==> src/include/loopback_test_control_consts.svh <==
`ifndef LOOPBACK_TEST_CONTROL_CONSTS_SVH
`define LOOPBACK_TEST_CONTROL_CONSTS_SVH

// ----------------------------------------------------------------------------
// Clock and timing
// ----------------------------------------------------------------------------
`define CLK_HZ 100000000
`define DEBOUNCE_MS 10
`define LAMP_CHECK_MS 200
`define BLINK_MS 125

// ----------------------------------------------------------------------------
// Pattern checker
// ----------------------------------------------------------------------------
`define PRBS_SEED 9'h1ff
`define PRBS_TAP_HI 8
`define PRBS_TAP_LO 4
`define ERR_WINDOW_BITS 7'h40
`define ERR_CONT_THRESH 7'h30

// ----------------------------------------------------------------------------
// Line levels
// ----------------------------------------------------------------------------
`define LINE_MARK 1'h1
`define LINE_SPACE 1'h0

// ----------------------------------------------------------------------------
// Register map
// ----------------------------------------------------------------------------
`define REG_CONTROL 8'h00
`define REG_STATUS 8'h04
`define REG_ERRCOUNT 8'h08
`define CONTROL_RESET 2'h1
`define CTRL_DTE_ALLOW 0
`define CTRL_CLEAR_COUNT 1
`define RESP_OKAY 2'h0
`define RESP_SLVERR 2'h2

`endif

==> src/include/loopback_test_control_pkg.sv <==
package loopback_test_control_pkg;

  typedef struct packed {
    logic awvalid;
    logic [7:0] awaddr;
    logic wvalid;
    logic [31:0] wdata;
    logic [3:0] wstrb;
    logic bready;
    logic arvalid;
    logic [7:0] araddr;
    logic rready;
  } axi_req_t;

  typedef struct packed {
    logic awready;
    logic wready;
    logic bvalid;
    logic [1:0] bresp;
    logic arready;
    logic rvalid;
    logic [31:0] rdata;
    logic [1:0] rresp;
  } axi_rsp_t;

  typedef struct packed {
    logic local_outbound_loop_button;
    logic local_line_loop_button;
    logic far_unit_loop_button;
    logic prbs_test_button;
    logic dte_local_loop_enable_jumper;
    logic dte_remote_loop_enable_strap;
    logic carrier_forced_on_jumper;
  } panel_in_t;

  typedef struct packed {
    logic rts_led;
    logic transmit_activity_led;
    logic receive_activity_led;
    logic carrier_detect_led;
    logic test_led;
    logic bit_fault_lamp;
  } lamps_t;

  typedef enum logic [1:0] {
    FAULT_NONE,
    FAULT_INTERMITTENT,
    FAULT_CONTINUOUS
  } fault_t;

  typedef struct packed {
    logic [10:0] sync1;
    logic [10:0] sync2;
    logic [8:0] sample;
    logic [8:0] stable;
    logic [31:0] deb_cnt;
    logic outbound_mode;
    logic line_mode;
    logic far_mode;
    logic prbs_mode;
    logic [1:0] control;
    logic [8:0] gen;
    logic [8:0] chk;
    logic [6:0] win_bits;
    logic [6:0] win_errs;
    fault_t fault;
    logic [15:0] err_count;
    logic [31:0] lamp_cnt;
    logic [31:0] blink_cnt;
    logic blink_phase;
    logic fiber_tx_data;
    logic remote_loop_command;
    logic dte_rx_data;
    logic dte_cts;
    logic dte_dsr;
    lamps_t lamps;
    logic aw_held;
    logic w_held;
    logic [7:0] awaddr;
    logic [31:0] wdata;
    logic [3:0] wstrb;
    axi_rsp_t axi;
  } state_t;

endpackage

==> src/core/loopback_test_control.sv <==
// Added by the designer: the address map and the AXI4-Lite register port.
`timescale 1ns/1ps
`include "loopback_test_control_consts.svh"
// What this block does
// - Outbound loop button loops fiber receive data into fiber transmit; DSR goes low.
// - Line loop button feeds own transmitter output back into own receiver.
// - DTE may request line loop only while its enable jumper is set.
// - Far unit button commands partner modem into its loop; DSR goes low.
// - DTE may request remote loop only while its enable strap is set.
// - Pattern test sends the 511-bit sequence and checks what comes back.
// - Fault lamp steady for continuous errors, blinking for intermittent ones.
// - During pattern test, receive data and clear to send are held low.
// - Fault lamp lights briefly when pattern test starts, then only on errors.
// - Request to send lamp follows the terminal's request to send.
// - Transmit lamp on for steady space, flickers with changing data.
// - Receive lamp on for steady space, flickers with changing data.
// - Carrier lamp lit while a valid optical signal is received; during line loop it shows the carrier forced-on jumper or RTS.
// - Test lamp lit whenever any loop mode is active, from panel or DTE.
// - Block runs by itself after reset, with no start command needed.
// - During line loop the fiber transmitter sends steady mark.
// - During pattern test the DTE is disconnected from the data path.
module loopback_test_control #(
  parameter int DEBOUNCE_CYCLES = `DEBOUNCE_MS * (`CLK_HZ / 1000),
  parameter int LAMP_CHECK_CYCLES = `LAMP_CHECK_MS * (`CLK_HZ / 1000),
  parameter int BLINK_CYCLES = `BLINK_MS * (`CLK_HZ / 1000)
) (
  // Clock and reset
  input wire logic sys_clk,
  input wire logic srst,
  // Register bus
  input wire loopback_test_control_pkg::axi_req_t axi_req,
  output loopback_test_control_pkg::axi_rsp_t axi_rsp,
  // Front panel and straps, asynchronous
  input wire loopback_test_control_pkg::panel_in_t panel,
  // DTE control leads, asynchronous
  input wire logic dte_rts,
  input wire logic dte_local_loop_req,
  input wire logic dte_remote_loop_req,
  // Line data, on sys_clk with a one-cycle bit strobe
  input wire logic bit_tick,
  input wire logic dte_tx_data,
  input wire logic fiber_rx_data,
  // Optical receive level detector, asynchronous
  input wire logic fiber_signal_valid,
  // Line and DTE outputs
  output logic fiber_tx_data,
  output logic remote_loop_command,
  output logic dte_rx_data,
  output logic dte_cts,
  output logic dte_dsr,
  // Panel lamps
  output loopback_test_control_pkg::lamps_t lamps
);

  // --------------------------------------------------------------------------
  // State
  // --------------------------------------------------------------------------
  loopback_test_control_pkg::state_t cur;
  loopback_test_control_pkg::state_t next_cur;

  logic [10:0] raw_in;
  assign raw_in = {fiber_signal_valid, dte_rts, panel.carrier_forced_on_jumper,
                   panel.dte_remote_loop_enable_strap, panel.dte_local_loop_enable_jumper,
                   dte_remote_loop_req, dte_local_loop_req, panel.prbs_test_button,
                   panel.far_unit_loop_button, panel.local_line_loop_button,
                   panel.local_outbound_loop_button};

  // --------------------------------------------------------------------------
  // Next-state logic
  // --------------------------------------------------------------------------
  always_comb
  begin
    logic [8:0] agree;
    logic [8:0] rise;
    logic dte_ll;
    logic dte_rl;
    logic line_loop;
    logic remote_loop;
    logic carrier_ok;
    logic gen_bit;
    logic src_bit;
    logic rx_bit;
    logic expected;
    logic bit_err;
    logic prbs_start;
    logic [31:0] rdata;
    logic rd_ok;
    logic wr_ok;
    agree = '0;
    rise = '0;
    dte_ll = 1'b0;
    dte_rl = 1'b0;
    line_loop = 1'b0;
    remote_loop = 1'b0;
    carrier_ok = 1'b0;
    gen_bit = 1'b0;
    src_bit = 1'b0;
    rx_bit = 1'b0;
    expected = 1'b0;
    bit_err = 1'b0;
    prbs_start = 1'b0;
    rdata = '0;
    rd_ok = 1'b0;
    wr_ok = 1'b0;
    next_cur = cur;

    // Two-stage synchroniser; only the second stage feeds logic.
    next_cur.sync1 = raw_in;
    next_cur.sync2 = cur.sync1;

    // A level counts once it has matched over two debounce samples.
    if (cur.deb_cnt >= 32'(DEBOUNCE_CYCLES - 1))
    begin
      next_cur.deb_cnt = '0;
      agree = ~(cur.sync2[8:0] ^ cur.sample);
      next_cur.stable = (cur.stable & ~agree) | (cur.sync2[8:0] & agree);
      next_cur.sample = cur.sync2[8:0];
    end
    else
    begin
      next_cur.deb_cnt = cur.deb_cnt + 32'h0000_0001;
    end
    rise = next_cur.stable & ~cur.stable;

    // Latching panel buttons: each press toggles its mode once.
    if (rise[0])
    begin
      next_cur.outbound_mode = ~cur.outbound_mode;
    end
    if (rise[1])
    begin
      next_cur.line_mode = ~cur.line_mode;
    end
    if (rise[2])
    begin
      next_cur.far_mode = ~cur.far_mode;
    end
    if (rise[3])
    begin
      next_cur.prbs_mode = ~cur.prbs_mode;
    end
    prbs_start = next_cur.prbs_mode & ~cur.prbs_mode;

    // DTE requests are level driven and gated by their straps.
    dte_ll = cur.stable[4] & cur.stable[6] & cur.control[`CTRL_DTE_ALLOW];
    dte_rl = cur.stable[5] & cur.stable[7] & cur.control[`CTRL_DTE_ALLOW];
    line_loop = cur.line_mode | dte_ll;
    remote_loop = cur.far_mode | dte_rl;
    carrier_ok = cur.stable[8] | cur.sync2[9];

    // Pattern generator and self-synchronising checker.
    gen_bit = cur.gen[`PRBS_TAP_HI] ^ cur.gen[`PRBS_TAP_LO];
    src_bit = (cur.prbs_mode && carrier_ok) ? gen_bit : dte_tx_data;
    if (cur.prbs_mode && !carrier_ok)
    begin
      src_bit = `LINE_MARK;
    end
    rx_bit = line_loop ? src_bit : fiber_rx_data;
    expected = cur.chk[`PRBS_TAP_HI] ^ cur.chk[`PRBS_TAP_LO];
    bit_err = rx_bit ^ expected;

    if (prbs_start)
    begin
      next_cur.lamp_cnt = 32'(LAMP_CHECK_CYCLES);
      next_cur.fault = loopback_test_control_pkg::FAULT_NONE;
      next_cur.win_bits = '0;
      next_cur.win_errs = '0;
    end
    else if (cur.lamp_cnt != 32'h0000_0000)
    begin
      next_cur.lamp_cnt = cur.lamp_cnt - 32'h0000_0001;
    end

    if (bit_tick)
    begin
      if (cur.prbs_mode)
      begin
        next_cur.gen = {cur.gen[7:0], gen_bit};
        next_cur.chk = {cur.chk[7:0], rx_bit};
        // Errors are ignored while the lamp check runs, which also covers checker lock.
        if (cur.lamp_cnt == 32'h0000_0000)
        begin
          next_cur.win_bits = cur.win_bits + 7'h01;
          next_cur.win_errs = cur.win_errs + {6'h00, bit_err};
          if (bit_err && cur.err_count != 16'hffff)
          begin
            next_cur.err_count = cur.err_count + 16'h0001;
          end
          if (cur.win_bits == `ERR_WINDOW_BITS - 7'h01)
          begin
            if (next_cur.win_errs >= `ERR_CONT_THRESH)
            begin
              next_cur.fault = loopback_test_control_pkg::FAULT_CONTINUOUS;
            end
            else if (next_cur.win_errs != 7'h00)
            begin
              next_cur.fault = loopback_test_control_pkg::FAULT_INTERMITTENT;
            end
            else
            begin
              next_cur.fault = loopback_test_control_pkg::FAULT_NONE;
            end
            // The window is judged on its full count before it restarts.
            next_cur.win_bits = '0;
            next_cur.win_errs = '0;
          end
        end
      end

      // Line side: steady mark during line loop, looped receive during outbound loop.
      if (line_loop)
      begin
        next_cur.fiber_tx_data = `LINE_MARK;
      end
      else if (cur.outbound_mode)
      begin
        next_cur.fiber_tx_data = fiber_rx_data;
      end
      else
      begin
        next_cur.fiber_tx_data = src_bit;
      end
      next_cur.dte_rx_data = cur.prbs_mode ? `LINE_SPACE : rx_bit;
      // A lamp that is lit on space stays on for steady space and flickers on data.
      next_cur.lamps.transmit_activity_led = (next_cur.fiber_tx_data == `LINE_SPACE);
      next_cur.lamps.receive_activity_led = (rx_bit == `LINE_SPACE);
    end

    if (cur.blink_cnt >= 32'(BLINK_CYCLES - 1))
    begin
      next_cur.blink_cnt = '0;
      next_cur.blink_phase = ~cur.blink_phase;
    end
    else
    begin
      next_cur.blink_cnt = cur.blink_cnt + 32'h0000_0001;
    end

    // DTE control leads and remaining lamps.
    next_cur.remote_loop_command = remote_loop;
    next_cur.dte_dsr = ~(cur.outbound_mode | remote_loop);
    next_cur.dte_cts = cur.prbs_mode ? 1'b0 : carrier_ok;
    next_cur.lamps.rts_led = cur.sync2[9];
    next_cur.lamps.carrier_detect_led = line_loop ? carrier_ok : cur.sync2[10];
    next_cur.lamps.test_led = cur.outbound_mode | line_loop | remote_loop;
    if (!cur.prbs_mode)
    begin
      next_cur.lamps.bit_fault_lamp = 1'b0;
    end
    else if (cur.lamp_cnt != 32'h0000_0000)
    begin
      next_cur.lamps.bit_fault_lamp = 1'b1;
    end
    else
    begin
      case (cur.fault)
        loopback_test_control_pkg::FAULT_CONTINUOUS: next_cur.lamps.bit_fault_lamp = 1'b1;
        loopback_test_control_pkg::FAULT_INTERMITTENT: next_cur.lamps.bit_fault_lamp = cur.blink_phase;
        default: next_cur.lamps.bit_fault_lamp = 1'b0;
      endcase
    end

    // AXI4-Lite write: address and data are taken in either order.
    if (axi_req.awvalid && cur.axi.awready)
    begin
      next_cur.aw_held = 1'b1;
      next_cur.awaddr = axi_req.awaddr;
    end
    if (axi_req.wvalid && cur.axi.wready)
    begin
      next_cur.w_held = 1'b1;
      next_cur.wdata = axi_req.wdata;
      next_cur.wstrb = axi_req.wstrb;
    end
    if (cur.axi.bvalid && axi_req.bready)
    begin
      next_cur.axi.bvalid = 1'b0;
    end
    if (cur.aw_held && cur.w_held && !cur.axi.bvalid)
    begin
      next_cur.aw_held = 1'b0;
      next_cur.w_held = 1'b0;
      next_cur.axi.bvalid = 1'b1;
      wr_ok = (cur.awaddr == `REG_CONTROL) || (cur.awaddr == `REG_STATUS) ||
              (cur.awaddr == `REG_ERRCOUNT);
      next_cur.axi.bresp = wr_ok ? `RESP_OKAY : `RESP_SLVERR;
      if (cur.awaddr == `REG_CONTROL && cur.wstrb[0])
      begin
        next_cur.control[`CTRL_DTE_ALLOW] = cur.wdata[`CTRL_DTE_ALLOW];
        // Clearing loses no error: a new error in this cycle counts as one.
        if (cur.wdata[`CTRL_CLEAR_COUNT])
        begin
          next_cur.err_count = (bit_tick && cur.prbs_mode && cur.lamp_cnt == 32'h0000_0000)
                               ? {15'h0000, bit_err} : 16'h0000;
        end
      end
    end
    next_cur.axi.awready = ~next_cur.aw_held & ~next_cur.axi.bvalid;
    next_cur.axi.wready = ~next_cur.w_held & ~next_cur.axi.bvalid;

    // AXI4-Lite read: one outstanding read, answered the cycle after acceptance.
    if (cur.axi.rvalid && axi_req.rready)
    begin
      next_cur.axi.rvalid = 1'b0;
    end
    if (axi_req.arvalid && cur.axi.arready)
    begin
      rd_ok = 1'b1;
      case (axi_req.araddr)
        `REG_CONTROL: rdata = {30'h0000_0000, 1'b0, cur.control[`CTRL_DTE_ALLOW]};
        `REG_STATUS: rdata = {22'h00_0000, cur.fault, cur.lamps.bit_fault_lamp, carrier_ok,
                              cur.prbs_mode, remote_loop, line_loop, cur.outbound_mode,
                              dte_ll, dte_rl};
        `REG_ERRCOUNT: rdata = {16'h0000, cur.err_count};
        default: rd_ok = 1'b0;
      endcase
      next_cur.axi.rvalid = 1'b1;
      next_cur.axi.rdata = rdata;
      next_cur.axi.rresp = rd_ok ? `RESP_OKAY : `RESP_SLVERR;
    end
    next_cur.axi.arready = ~next_cur.axi.rvalid;
  end

  // --------------------------------------------------------------------------
  // Registers
  // --------------------------------------------------------------------------
  // Reset puts every mode off, so the modem passes data with no start command.
  always_ff @(posedge sys_clk)
  begin
    if (srst)
    begin
      cur <= '0;
      cur.control <= `CONTROL_RESET;
      cur.gen <= `PRBS_SEED;
      cur.fiber_tx_data <= `LINE_MARK;
      cur.dte_rx_data <= `LINE_MARK;
      cur.dte_dsr <= 1'b1;
      cur.fault <= loopback_test_control_pkg::FAULT_NONE;
    end
    else
    begin
      cur <= next_cur;
    end
  end

  // --------------------------------------------------------------------------
  // Outputs
  // --------------------------------------------------------------------------
  assign axi_rsp = cur.axi;
  assign fiber_tx_data = cur.fiber_tx_data;
  assign remote_loop_command = cur.remote_loop_command;
  assign dte_rx_data = cur.dte_rx_data;
  assign dte_cts = cur.dte_cts;
  assign dte_dsr = cur.dte_dsr;
  assign lamps = cur.lamps;

endmodule

==> config.mk <==
export PLATFORM = sky130hd
export DESIGN_NAME = loopback_test_control
export DESIGN_NICKNAME = d
export VERILOG_FILES = /design/src/include/loopback_test_control_pkg.sv /design/src/core/loopback_test_control.sv
export VERILOG_INCLUDE_DIRS = /design/src /design/src/include
export SDC_FILE = /design/constraint.sdc
export NUM_CORES = 1
export LEC_CHECK = 0
export ABC_AREA = 1
export ABC_CLOCK_PERIOD_IN_PS = 7300
export BUFFER_PORTS_ARGS = -buffer_cell sky130_fd_sc_hd__buf_2
export CELL_PAD_IN_SITES_DETAIL_PLACEMENT = 0
export CELL_PAD_IN_SITES_GLOBAL_PLACEMENT = 1
export CORE_ASPECT_RATIO = 0.7
export CORE_MARGIN = 3
export CORE_UTILIZATION = 35
export DETAILED_ROUTE_END_ITERATION = 12
export MAX_ROUTING_LAYER = met4
export PLACE_DENSITY_LB_ADDON = 0.1
export SLEW_MARGIN = 20
export SYNTH_ARGS = -nofsm -noshare
export SYNTH_HDL_FRONTEND = slang
export SYNTH_SLANG_ARGS = --single-unit
==> constraint.sdc <==
create_clock -name sys_clk -period 7.3 [get_ports sys_clk]
set_input_delay 0.365 -clock sys_clk [delete_from_list [all_inputs] [get_ports sys_clk]]
set_output_delay 0.365 -clock sys_clk [all_outputs]
set_load 0.1 [all_outputs]
* Word level (Yosys, flattened, before mapping) *
Cells that the tools add are included.

operators by class
  add/subtract/negate cells = 6
  $lt $le $gt $ge = 3
  equal/unequal tests = 8
  multiplexer cells = 38
  bitwise logic cells = 36
  reductions and logical operators = 31

operators by type and width
  cell                     count
  $mux W16                 6
  $mux W32                 3
  $add A32 B1 Y32 const B  2
  $mux W25                 2
  $pmux W16 S3             1
  $mux W35                 1
  $ge A32 B20 Y1 const B   1
  $ge A32 B24 Y1 const B   1
  $logic_not A32 Y1        1
  $reduce_bool A32 Y1      1
  $sub A32 B1 Y32 const B  1
  $and A9 B9 Y9            2
  $mux W1                  18
  $not A9 Y9               2
  $add A16 B1 Y16 const B  1
  $eq A8 B3 Y1 const B     2
  $eq A8 B4 Y1 const B     2
  $logic_not A8 Y1         2
  $ne A16 B16 Y1 const B   1
  $logic_and A1 B1 Y1      13
  $not A1 Y1               12
  $reduce_or A2 Y1         5
  $mux W9                  1
  $or A9 B9 Y9             1
  other kinds (21)         40

storage, ports and cells
  register bits after elaboration = 257
  input port bits = 73
  output and inout bits = 52
  logic and storage cells = 166

* Longest topological paths before layout *
Gate-level depths: netlist of the first run.

  depth in word-level cells = 17
  depth in mapped cells = 20
  depth with buffers taken out = 20

* Least setup slack after synthesis of the first run *
OpenSTA, ideal clock, no wires.

  kind = register -> register
  start = register cur[219] (netlist name)
  end = register cur[156] (netlist name)
  arrival time = 2.236 ns
  data required time = 7.170 ns
  slack = 4.934 ns
  stages on the path, launching flop included = 18
  cell sequence = dfxtp_1 -> ha_1 -> nand2_1 -> nor2_2 -> nand2_1 -> nand2_1 -> nand3b_1 -> nand2_1 -> nand2_1 -> nand2_1 -> buf_2 -> nand3b_1 -> inv_1 -> ha_1 -> nor2_1 -> inv_1 -> clkbuf_1 -> nor3_1

on the way
  word-level cells in the longest chain between the ends = 6

ends and longest elaborated chain
  element                     line                          text
  from (decl)                 loopback_test_control.sv:58   loopback_test_control_pkg::state_t cur;
  from (signal assigned)      loopback_test_control.sv:342  cur <= next_cur;
  $ge A32 B20 Y1              loopback_test_control.sv:112  if (cur.deb_cnt >= 32'(DEBOUNCE_CYCLES - 1))
  $mux W9                     loopback_test_control.sv:112
  $and A4 B4 Y4               loopback_test_control.sv:123  rise = next_cur.stable & ~cur.stable;
  $mux W1                     loopback_test_control.sv:138  if (rise[3])
  $and A1 B1 Y1               loopback_test_control.sv:142  prbs_start = next_cur.prbs_mode & ~cur.prbs_mode;
  $reduce_or A2 Y1 (no line)  n/a

No other way between the ends.
A chain may end at the register's enable or synchronous reset.

* Worst setup path after layout of the first run *
  start = register cur[219] (netlist name)
  end = register cur[192] (netlist name)

on the way
  word-level cells in the longest chain between the ends = 9

ends and longest elaborated chain
  element             line                          text
  $ge A32 B20 Y1 (*)  loopback_test_control.sv:112
  $mux W9 (*)         loopback_test_control.sv:112
  $and A4 B4 Y4 (*)   loopback_test_control.sv:123
  $mux W1 (*)         loopback_test_control.sv:138
  $and A1 B1 Y1 (*)   loopback_test_control.sv:142
  $mux W16 (*)        loopback_test_control.sv:162  if (prbs_start)
  $mux W32            loopback_test_control.sv:181  if (cur.lamp_cnt == 32'h0000_0000)
  $mux W32            loopback_test_control.sv:176  if (cur.prbs_mode)
  $mux W32 (*)        loopback_test_control.sv:174  if (bit_tick)

Mark *: on every way between the ends. The rest lies on a longest branch, timed or not.

==> metrics.md, run 1 <==
| Metric | Value |
|---|---|
| Die width | 213 µm |
| Post-cts hold buffer count | 0 |
| Worst Path Required | 7.70 ns |
| CP Buf/Inv Count | 4 |
| Met2 GRT Util | 21.6% |
| Slowest CP cell | inv_1 |
| Initial core utilization | 35.9% |
| Met3 Use GR | 2.54% |
| CP max FO | 31 |
| Vias in the first global route | 7765 |
| Gr ovfl total | 0 |
| Fraction of registers with async set/reset | 0% |
| Max-slew headroom | 40.1% |
| Setup bufs post-CTS | 0 |
| Skew final | 0.0138 ns |
| Worst path max stage delay | 0.70 ns |
| Max-capacitance violation count | 0 |
| Crit path to | cur[192] |
| Synth area leaders | dfxtp_1 46%, nand2_1 9.6%, nor2_1 7.5% |
| Most used routing layer | met1 |
| Most common cell type on the critical path | nand2_1 |
| R2r worst-path depth | 18 |
| Site row count | 52 |
| Setup crit end kind | flip-flop |
| Buffers on Ports | 73 |
| Mapped cell area | 0.0105 mm² |
| Setup-failing EPs final | 0 |
| Cts repair resizes | 0 |
| CORE AREA | 0.0291 mm² |
| Crit path DAT | 3.89 ns |
| Final wirelength | 24.7 mm |
| Final Hold Vio Count | 0 |
| Main synth FF type | dfxtp_1 |
| Placed cell count | 1815 |
| Count leader, synth | nand2_1 |
| Reg-to-reg slack, setup | 3.82 ns |
| Total power | 3.75 mW |
| TritonCTS clock tree | done |
| Fin Setup TNS | 0 ns |
| Min-Delay Path Class | input port to flip-flop |
| Post-layout util | 40.4% |
| Final Slew Violations | 0 |
| Clk sinks | 239 |
| LEAKAGE | 4.81 nW |
| Worst Slack Setup Final | 3.82 ns |
| Cell Count, Final, Fillers Out | 1861 |
| Total track usage | 15.8% |
| Top cells by count, synth | 266 x nand2_1, 239 x dfxtp_1, 209 x nor2_1 |
| DP Worst Slack | 3.75 ns |
| Nets | 1547 |
| VDD IR max | 190 µV |
| Critical setup path kind | flip-flop to flip-flop |
| DRC marker count from the first detailed-route iteration | 509 |
| Initial DRT Pass Iterations | 5 |
| Share of the synthesized area in the top cell type | 45.8% |
| H-tree depth | 1 |
| Grt met1 use | 24.0% |
| Min Tclk post-route | 3.48 ns |
| Worst-Skew Late Latency | 0.53 ns |
| Post-Syn Instances | 1408 |
| Seq/Total Area, Yosys | 45.8% |
| Critical path startpoint category | flip-flop |
| Final GP Congestion | 0.826 |
| Synth-to-Final Area Change | 12.6% |
| Die height | 151 µm |
| Die area | 0.0320 mm² |
| Hpwl dp | 17.5 mm |
| RR Endpoint | cur[192] |
| Clock transition at path regs | 0.06 ns |
| Max Freq | 287 MHz |
| Post-synth EDFFs | 0 |
| Initial antenna violation count | 0 |
| First-pass GRT wire length | 40.2 mm |
| Area leader, netlist | dfxtp_1 |
| Yosys cell types | 48 |
| Vias per cell | 4.60 |
| Final critical-path share of the clock period | 47.7% |
| RSZ-0062 raised after global routing | false |
| CP top delay family | buffers and inverters |
| Largest net degree at the start of global routing | 51 |
| Crit-path cells | ha_1, nand2_1, nor2_2, nand2_1, nand2_1, nand3b_1, nand2_1, nand2_1, nand2_1, buf_4, nand3b_1, inv_1, ha_1, nor2_1, inv_1, o21ai_1, inv_1, nor3b_1 |
| Hold Path Stages | 3 |
| Antenna violation net count after detailed routing | 0 |
| DR WL/cell | 13.3 µm |
| CP Depth | 18 |
| Actual slew at the worst max-slew pin | 0.898 ns |
| Setup crit start | cur[219] |
| Flop and latch count out of synthesis | 239 |
| Status | finished, final reports clean |
| Root Driver | clkbuf_16 |
| Total I/O pin count | 125 |
| Synth Area per Inst | 7.42 µm² |
| Pwr/cell area | 318 mW/mm² |
| Layout cell share with drive strength beyond 1 | 10.6% |
| Reg2reg start | cur[219] |
| Via count | 8552 |
| Synth warnings | 0 |
| Clk buf depth | 3 |
| CTS buffer count | 25 |
| Antenna cells | 0 |
| DR DRC count | 0 |
[how the worst min path moves through the flow]
stage / from / end
6_report: panel[4] / cur[282]
5_1_grt: panel[0] / cur[288]
4_1_cts: panel[4] / cur[282]
3_5_place_dp: cur[290] / cur[279]
3_3_place_gp: cur[290] / cur[279]
2_1_floorplan: cur[280] / cur[269]
[logic make-up (layout without fill, tap and decap cells)]
family | after synthesis | after routing | share of synthesized area [%]
buf+inv | 245 | 283 | 10.7
simple gates | 685 | 685 | 29.1
other cells | 1 | 38 | 0.0359
flops | 239 | 239 | 45.8
xor+xnor | 44 | 44 | 3.69
fa+ha+maj | 14 | 14 | 1.58
compound gates | 180 | 180 | 9.17
[routing by layer]
layer,up-vias,share of wire (%)
li1,4570,-
met2,110,38
met5,-,0
met3,38,3.4
met4,0,2.2
met1,3834,56
[cell type report]
cell class / count / area (µm²)
clock buffers: 36 / 717
multi-input cells: 961 / 4690
clock inverters: 10 / 109
fillers: 3123 / 17400
flip-flops and latches: 239 / 4780
repair buffers: 76 / 390
well taps: 378 / 473
inverters: 161 / 604
[flip-flops by register name (all words and copies together), names as in the netlist, named ones only]
| register | flops |
|---|---|
| remote_loop_command | 1 |
| fiber_tx_data | 1 |
| axi_rsp | 23 |
| cur | 200 |
| dte_dsr | 1 |
| lamps | 6 |
| dte_cts | 1 |
| dte_rx_data | 1 |
[layout by cell type, fill, tap and decap left out, types with 6 or more instances in the layout]
cell type,instances
nor2_2,15
o21ai_0,52
ha_1,10
o22ai_1,10
nand4_1,27
nor2_1,209
dfxtp_1,239
conb_1,38
nor3_1,34
buf_2,72
clkbuf_1,6
nand3_1,84
xnor2_1,26
inv_1,152
nand2_1,266
nor4_1,13
a21oi_1,97
xor2_1,18
clkbuf_16,25
[worst min-delay path, cell delays in order]
cell and delay (ns):
buf_2 0.08, inv_1 0.03, nor2_1 0.07
[stage by stage]
stage | area (µm²) | hold WS [ns]
floorplan | 10600 | 0.388
global placement | 10900 | 0.395
detailed placement | 10900 | 0.401
CTS | 11800 | 0.00601
global route | 11800 | 0.0246
finish | 11800 | 0.0345
[power by group]
part / total [mW] / switching (mW) / internal (mW)
Clock: 1.29 / 0.531 / 0.754
Combinational: 0.973 / 0.677 / 0.296
Sequential: 1.49 / 0.0879 / 1.40
Total: 3.75 / 1.30 / 2.45
No activity file was read; power rests on OpenSTA's default activity.
==> run 2: changes to the inputs <==
--- a/config.mk
+++ b/config.mk
@@ -7,7 +7,7 @@
 export NUM_CORES = 1
 export LEC_CHECK = 0
 export ABC_AREA = 1
-export ABC_CLOCK_PERIOD_IN_PS = 7300
+export ABC_CLOCK_PERIOD_IN_PS = 3000
 export BUFFER_PORTS_ARGS = -buffer_cell sky130_fd_sc_hd__buf_2
 export CELL_PAD_IN_SITES_DETAIL_PLACEMENT = 0
 export CELL_PAD_IN_SITES_GLOBAL_PLACEMENT = 1
==> constraint.sdc (replaced) <==
create_clock -name sys_clk -period 3 [get_ports sys_clk]
set_input_delay 0.15 -clock sys_clk [delete_from_list [all_inputs] [get_ports sys_clk]]
set_output_delay 0.15 -clock sys_clk [all_outputs]
set_load 0.1 [all_outputs]
==> run 2 against run 1 <==
- sequential power increased by 140%
- worst setup slack worse by 3.4 ns
- total power is 150% higher
- largest cell class unchanged
- clock power grew to 2.5 times the previous value
- final cell count is 2.0% higher
==> metrics.md, run 2 (synthesized netlist as in run 1, its figures left out) <==
| Metric | Value |
|---|---|
| Vias per cell | 4.58 (-0.40%) |
| Final GP Congestion | 0.798 (-3.5%) |
| Die area | 0.0320 mm² (unchanged) |
| Final Hold Vio Count | 0 (unchanged) |
| LEAKAGE | 5.01 nW (+4.1%) |
| Slowest CP cell | dfxtp_1 |
| Setup-failing EPs final | 0 (unchanged) |
| Max reg flops | 200 (unchanged) |
| Clk sinks | 239 (unchanged) |
| Final Slew Violations | 0 (unchanged) |
| Most common cell after layout, fill and taps aside | nand2_1 |
| CP max FO | 22 (-29%) |
| Worst-Skew Late Latency | 0.53 ns (about the same) |
| Switching Share | 34.0% (-0.64 points) |
| Max-slew headroom | 48.8% (+8.7 points) |
| Total power | 9.31 mW (+150%) |
| Site row count | 52 (unchanged) |
| Min-Delay Path Class | input port to flip-flop |
| Fin Setup TNS | 0 ns (unchanged) |
| Initial core utilization | 35.9% (unchanged) |
| Cts repair resizes | 0 (unchanged) |
| Synth-to-Final Area Change | 16.5% |
| Initial antenna violation count | 0 (unchanged) |
| RSZ-0062 raised after global routing | false |
| Clock transition at path regs | 0.06 ns (about the same) |
| CP top delay family | simple AND/OR/NAND/NOR gates |
| Actual slew at the worst max-slew pin | 0.761 ns (-0.137 ns) |
| TritonCTS clock tree | done |
| Critical path startpoint category | flip-flop |
| DR DRC count | 0 (unchanged) |
| Skew final | 0.0109 ns (-0.00292 ns) |
| Largest net degree at the start of global routing | 51 (unchanged) |
| DRC marker count from the first detailed-route iteration | 544 (+6.9%) |
| Worst path max stage delay | 0.34 ns (-0.36 ns) |
| Via count | 8687 (+1.6%) |
| Initial DRT Pass Iterations | 6 (+1) |
| Fillers | 3036 (-2.8%) |
| Sw power | 3.16 mW (+140%) |
| Die width | 213 µm (unchanged) |
| Most frequent cells in the layout | 266 x nand2_1, 239 x dfxtp_1, 209 x nor2_1 |
| CORE AREA | 0.0291 mm² (unchanged) |
| Critical setup path kind | flip-flop to flip-flop |
| DR WL/cell | 13.2 µm (-0.68%) |
| DP Worst Slack | 0.405 ns (-3.34 ns) |
| VDD IR max | 452 µV (+140%) |
| Internal cell power | 6.15 mW (+150%) |
| HP Start | axi_req[47] |
| Total track usage | 16.2% (+0.42 points) |
| Antenna violation net count after detailed routing | 0 (unchanged) |
| Setup crit start | cur[219] |
| Sequential Power Share | 38.9% (-0.8 points) |
| Vias in the first global route | 7976 (+2.7%) |
| Layout cell share with drive strength beyond 1 | 11.1% (+0.47 points) |
| Clock power share | 35.2% (+0.9 points) |
| Crit path DAT | 3.04 ns (-0.85 ns) |
| Total I/O pin count | 125 (unchanged) |
| Most common cell type on the critical path | nand2_1 |
| Crit-path cells | ha_1, nand2_1, nor2_2, nand2_1, nand2_1, nand3b_1, nand2_1, nand2_1, nand2_1, nand3b_1, inv_1, ha_1, nor2_1, inv_1, buf_4, nor3_1 |
| Min Tclk post-route | 2.60 ns (-0.886 ns) |
| Biggest register | cur |
| WHS | 0.0446 ns (+0.0101 ns) |
| Max-capacitance violation count | 0 (unchanged) |
| Root Driver | clkbuf_16 |
| Setup crit end kind | flip-flop |
| Nets | 1585 (+2.5%) |
| CTS buffer count | 26 (+4.0%) |
| Worst Path Required | 3.45 ns (-4.25 ns) |
| Gr ovfl total | 0 (unchanged) |
| Final wirelength | 25.0 mm (+1.3%) |
| First-pass GRT wire length | 41.4 mm (+3.0%) |
| CP Buf/Inv Count | 3 (-1) |
| Buffers on Ports | 73 (unchanged) |
| Hpwl dp | 17.7 mm (+1.2%) |
| Status | finished, final reports clean |
| Pwr/cell area | 765 mW/mm² (+140%) |
| H-tree depth | 1 (unchanged) |
| Post-layout util | 41.8% (+1.4 points) |
| Antenna cells | 0 (unchanged) |
| Combinational share of power | 26.0% (about the same) |
| Final critical-path share of the clock period | 86.6% (+39 points) |
| Reg2reg start | cur[219] |
| Clk buf depth | 3 (unchanged) |
| Worst Slack Setup Final | 0.403 ns (-3.41 ns) |
| Max Freq | 385 MHz (+34%) |
| Die height | 151 µm (unchanged) |
[run 2: cell types whose count changed in the layout (fill, tap and decap cells not counted), moves of 2 or more]
cell	before	now
clkinvlp_4	2	0
clkbuf_8	5	11
dlygate4sd3_1	0	27
clkinv_2	5	2
clkbuf_16	25	27
buf_4	4	14
[run 2: worst min-delay path, delay by kind of cell]
kind,cells,cell delay (ns)
simple gates,2,0.21
compound gates,1,0.09
buf+inv,1,0.09
[run 2: per-stage QoR]
step                      cells  instance area [µm²]
final                      1898                12200
after global placement     1825                11000
after global routing       1898                12200
after CTS                  1898                12200
after detailed placement   1825                11000
after floorplan            1445                10600
[run 2: power groups by stage]
stage / Combinational, mW / Clock (mW) / Sequential, mW
floorplan: 1.89 / 0 / 3.64
finish: 2.42 / 3.28 / 3.62
global route: 2.76 / 3.53 / 3.65
CTS: 2.42 / 3.40 / 3.62
detailed placement: 2.39 / 0 / 3.69
global placement: 2.40 / 0 / 3.69
[run 2: layer usage]
layer / part of all wire, % / track usage [%]
met3: 4.7 / 2.96
met5: 0 / -
met1: 55 / 24.8
met4: 1.3 / 2.79
met2: 39 / 22.3
[run 2: final cells by class]
class,instances,area [µm²],share of cell area [%]
sequential,239,4780,39.3
multi-input combinational,961,4690,38.5
clock buffer,43,846,6.95
timing repair buffer,113,736,6.04
inverter,161,604,4.96
tap,378,473,3.88
clock inverter,3,40.0,0.329
[run 2: path summary, 6_finish.rpt]
kind,slack (ns),endpoint,cells after the start
setup reg to reg,0.40,cur[156],16
hold / removal,0.04,cur[45],4
hold reg to reg,0.41,cur[270],2
setup / recovery,0.40,cur[156],16
[run 2: what timing repair did]
action / CTS / global route
hold endpoints to repair: 30 / 0
hold buffers: 27 / 0
setup buffers: 0 / 0
==> run 3: changes to the inputs <==
--- a/config.mk
+++ b/config.mk
@@ -13,7 +13,7 @@
 export CELL_PAD_IN_SITES_GLOBAL_PLACEMENT = 1
 export CORE_ASPECT_RATIO = 0.7
 export CORE_MARGIN = 3
-export CORE_UTILIZATION = 35
+export CORE_UTILIZATION = 38
 export DETAILED_ROUTE_END_ITERATION = 12
 export MAX_ROUTING_LAYER = met4
 export PLACE_DENSITY_LB_ADDON = 0.1
==> constraint.sdc (replaced) <==
create_clock -name sys_clk -period 3 [get_ports sys_clk]
set_input_delay 0.15 -clock sys_clk [delete_from_list [all_inputs] [get_ports sys_clk]]
set_output_delay 0.15 -clock sys_clk [all_outputs]
set_load 0.05 [all_outputs]
==> run 3 against run 2 <==
- core utilization grew 3.8 points
- wire length decreased by 2.1%
- combinational power down 4%
- first-iteration DRC count decreased by 7.5%
- clock skew rose by 0.0047 ns
- critical path depth unchanged
- worst setup slack got worse by 0.012 ns
- worst hold slack worse by 0.0028 ns
- total power rose by 2.5%
- largest cell class unchanged
- highest routed layer unchanged
==> metrics.md, run 3 (synthesized netlist as in run 1, its figures left out) <==
| Metric | Value |
|---|---|
| First-pass GRT wire length | 40.2 mm (-2.9%) |
| Antenna violation net count after detailed routing | 0 (unchanged) |
| Final Hold Vio Count | 0 (unchanged) |
| Fin Setup TNS | 0 ns (unchanged) |
| Reg2reg start | cur[219] |
| Hpwl dp | 17.3 mm (-2.6%) |
| Placed cell count | 1811 (-0.77%) |
| Most frequent cells in the layout | 266 x nand2_1, 239 x dfxtp_1, 209 x nor2_1 |
| Initial core utilization | 38.9% (+3.0 points) |
| Max-slew headroom | 45.7% (-3.1 points) |
| Vias in the first global route | 7894 (-1.0%) |
| Setup-failing EPs final | 0 (unchanged) |
| Most common cell after layout, fill and taps aside | nand2_1 |
| Reg-to-reg slack, setup | 0.39 ns (about the same) |
| H-tree depth | 1 (unchanged) |
| CP Buf/Inv Count | 3 (unchanged) |
| DR DRC count | 0 (unchanged) |
| Max-capacitance violation count | 0 (unchanged) |
| Final wirelength | 24.5 mm (-2.1%) |
| RSZ-0062 raised after global routing | false |
| Final GP Congestion | 0.847 (+6.2%) |
| Die width | 204 µm (-3.9%) |
| Critical setup path kind | flip-flop to flip-flop |
| Cell Count, Final, Fillers Out | 1886 (-0.63%) |
| DRC marker count from the first detailed-route iteration | 503 (-7.5%) |
| Root Driver | clkbuf_16 |
| Max Freq | 383 MHz (-0.47%) |
| CORE AREA | 0.0269 mm² (-7.7%) |
| Gr ovfl total | 0 (unchanged) |
| Most common cell type on the critical path | nand2_1 |
| RR Endpoint | cur[160] |
| DR WL/cell | 13.0 µm (-1.4%) |
| Clk buf depth | 3 (unchanged) |
| Initial DRT Pass Iterations | 7 (+1) |
| Critical path startpoint category | flip-flop |
| Status | finished, final reports clean |
| Layout cell share with drive strength beyond 1 | 11.2% (+0.12 points) |
| Setup crit end kind | flip-flop |
| Total track usage | 16.9% (+0.73 points) |
| Initial antenna violation count | 0 (unchanged) |
| Worst-Skew Late Latency | 0.53 ns (about the same) |
| Final critical-path share of the clock period | 87.0% (+0.41 points) |
| Site row count | 50 (-3.8%) |
| Buffers on Ports | 73 (unchanged) |
| Die area | 0.0296 mm² (-7.6%) |
| Largest net degree at the start of global routing | 50 (-2.0%) |
| Min Tclk post-route | 2.61 ns (+0.0122 ns) |
| CP top delay family | simple AND/OR/NAND/NOR gates |
| Crit path DAT | 3.04 ns (about the same) |
| Clk sinks | 239 (unchanged) |
| WHS | 0.0419 ns (-0.00276 ns) |
| R2r worst-path depth | 16 (unchanged) |
| Worst Path Required | 3.43 ns (-0.02 ns) |
| Worst path max stage delay | 0.36 ns (+0.02 ns) |
| Multi-input logic area | 0.00469 mm² (unchanged) |
| Total I/O pin count | 125 (unchanged) |
| VDD IR max | 480 µV (+6.2%) |
| FF+latch area | 0.00478 mm² (unchanged) |
| Crit-path cells | ha_1, nand2_1, nor2_2, nand2_1, nand2_1, nand3b_1, nand2_1, nand2_1, nand2_1, nand3b_1, inv_1, ha_1, nor2_1, inv_1, buf_4, nor3_1 |
| CTS buffer count | 25 (-3.8%) |
| Actual slew at the worst max-slew pin | 0.806 ns (+0.0454 ns) |
| HP Start | axi_req[47] |
| Via count | 8680 (-0.081%) |
| CP max FO | 22 (unchanged) |
| Skew final | 0.0156 ns (+0.00468 ns) |
| Fillers | 2787 (-8.2%) |
| Final Slew Violations | 0 (unchanged) |
| Total power | 9.55 mW (+2.5%) |
| Max reg flops | 200 (unchanged) |
| Clock transition at path regs | 0.06 ns (about the same) |
| LEAKAGE | 5.06 nW (+0.99%) |
| Pwr/cell area | 779 mW/mm² (+1.8%) |
| Antenna cells | 0 (unchanged) |
| Hold Path Stages | 4 (unchanged) |
| Biggest register | cur |
| Vias per cell | 4.60 (+0.56%) |
| Setup bufs post-CTS | 0 (unchanged) |
| Synth-to-Final Area Change | 17.4% |
| Die height | 145 µm (-3.9%) |
| TritonCTS clock tree | done |
| Slowest CP cell | nor2_1 |
| WHS Endpoint | cur[45] |
| Min-Delay Path Class | input port to flip-flop |
| Nets | 1587 (+0.13%) |
run 3: tightest hold or removal path, delay by kind of cell:
family,cells,cell delay [ns]
buf+inv,1,0.10
compound gates,1,0.09
simple gates,2,0.19
run 3: repair_timing:
action	4_1_cts	5_1_grt
hold endpoints to repair	39	0
resized for setup	0	0
hold buffers	30	0
run 3: final cells by class:
class | instances | area share, %
clock inverters | 14 | 2.25
well taps | 364 | 3.71
repair buffers | 116 | 6.24
multi-input cells | 961 | 38.2
inverters | 161 | 4.93
flip-flops and latches | 239 | 39.0
clock buffers | 31 | 5.61
run 3: through the flow:
step                util [%]  cell area [µm²]  setup slack, ns
finish                  45.6            12300            0.390
global route            45.6            12300           0.0564
CTS                     45.6            12300            0.332
detailed placement      40.9            11000            0.369
global placement        40.9            11000            0.419
floorplan                  -            10600            0.634
run 3: how the worst max path moves through the flow:
stage                  start  endpoint  slack [ns]  cells after the start
global placement    cur[219]  cur[133]        0.42                     16
detailed placement  cur[219]  cur[160]        0.37                     16
global route        cur[219]  cur[192]        0.06                     17
CTS                 cur[219]  cur[160]        0.33                     16
floorplan           cur[219]  cur[156]        0.63                     17
finish              cur[219]  cur[160]        0.39                     16
run 3: routing by layer:
metal  track usage [%]  share of wire [%]  up-vias
li1                  -                  -     4636
met1              25.9                 55     3887
met2              23.2                 39      127
met3              3.00                4.1       30
met4              3.29                1.6        0
met5                 -                  0        -
run 3: power by group:
part	internal, mW	switching, mW	total, mW
Clock	2.31	1.29	3.60
Combinational	0.766	1.57	2.33
Sequential	3.41	0.208	3.61
Total	6.49	3.07	9.55
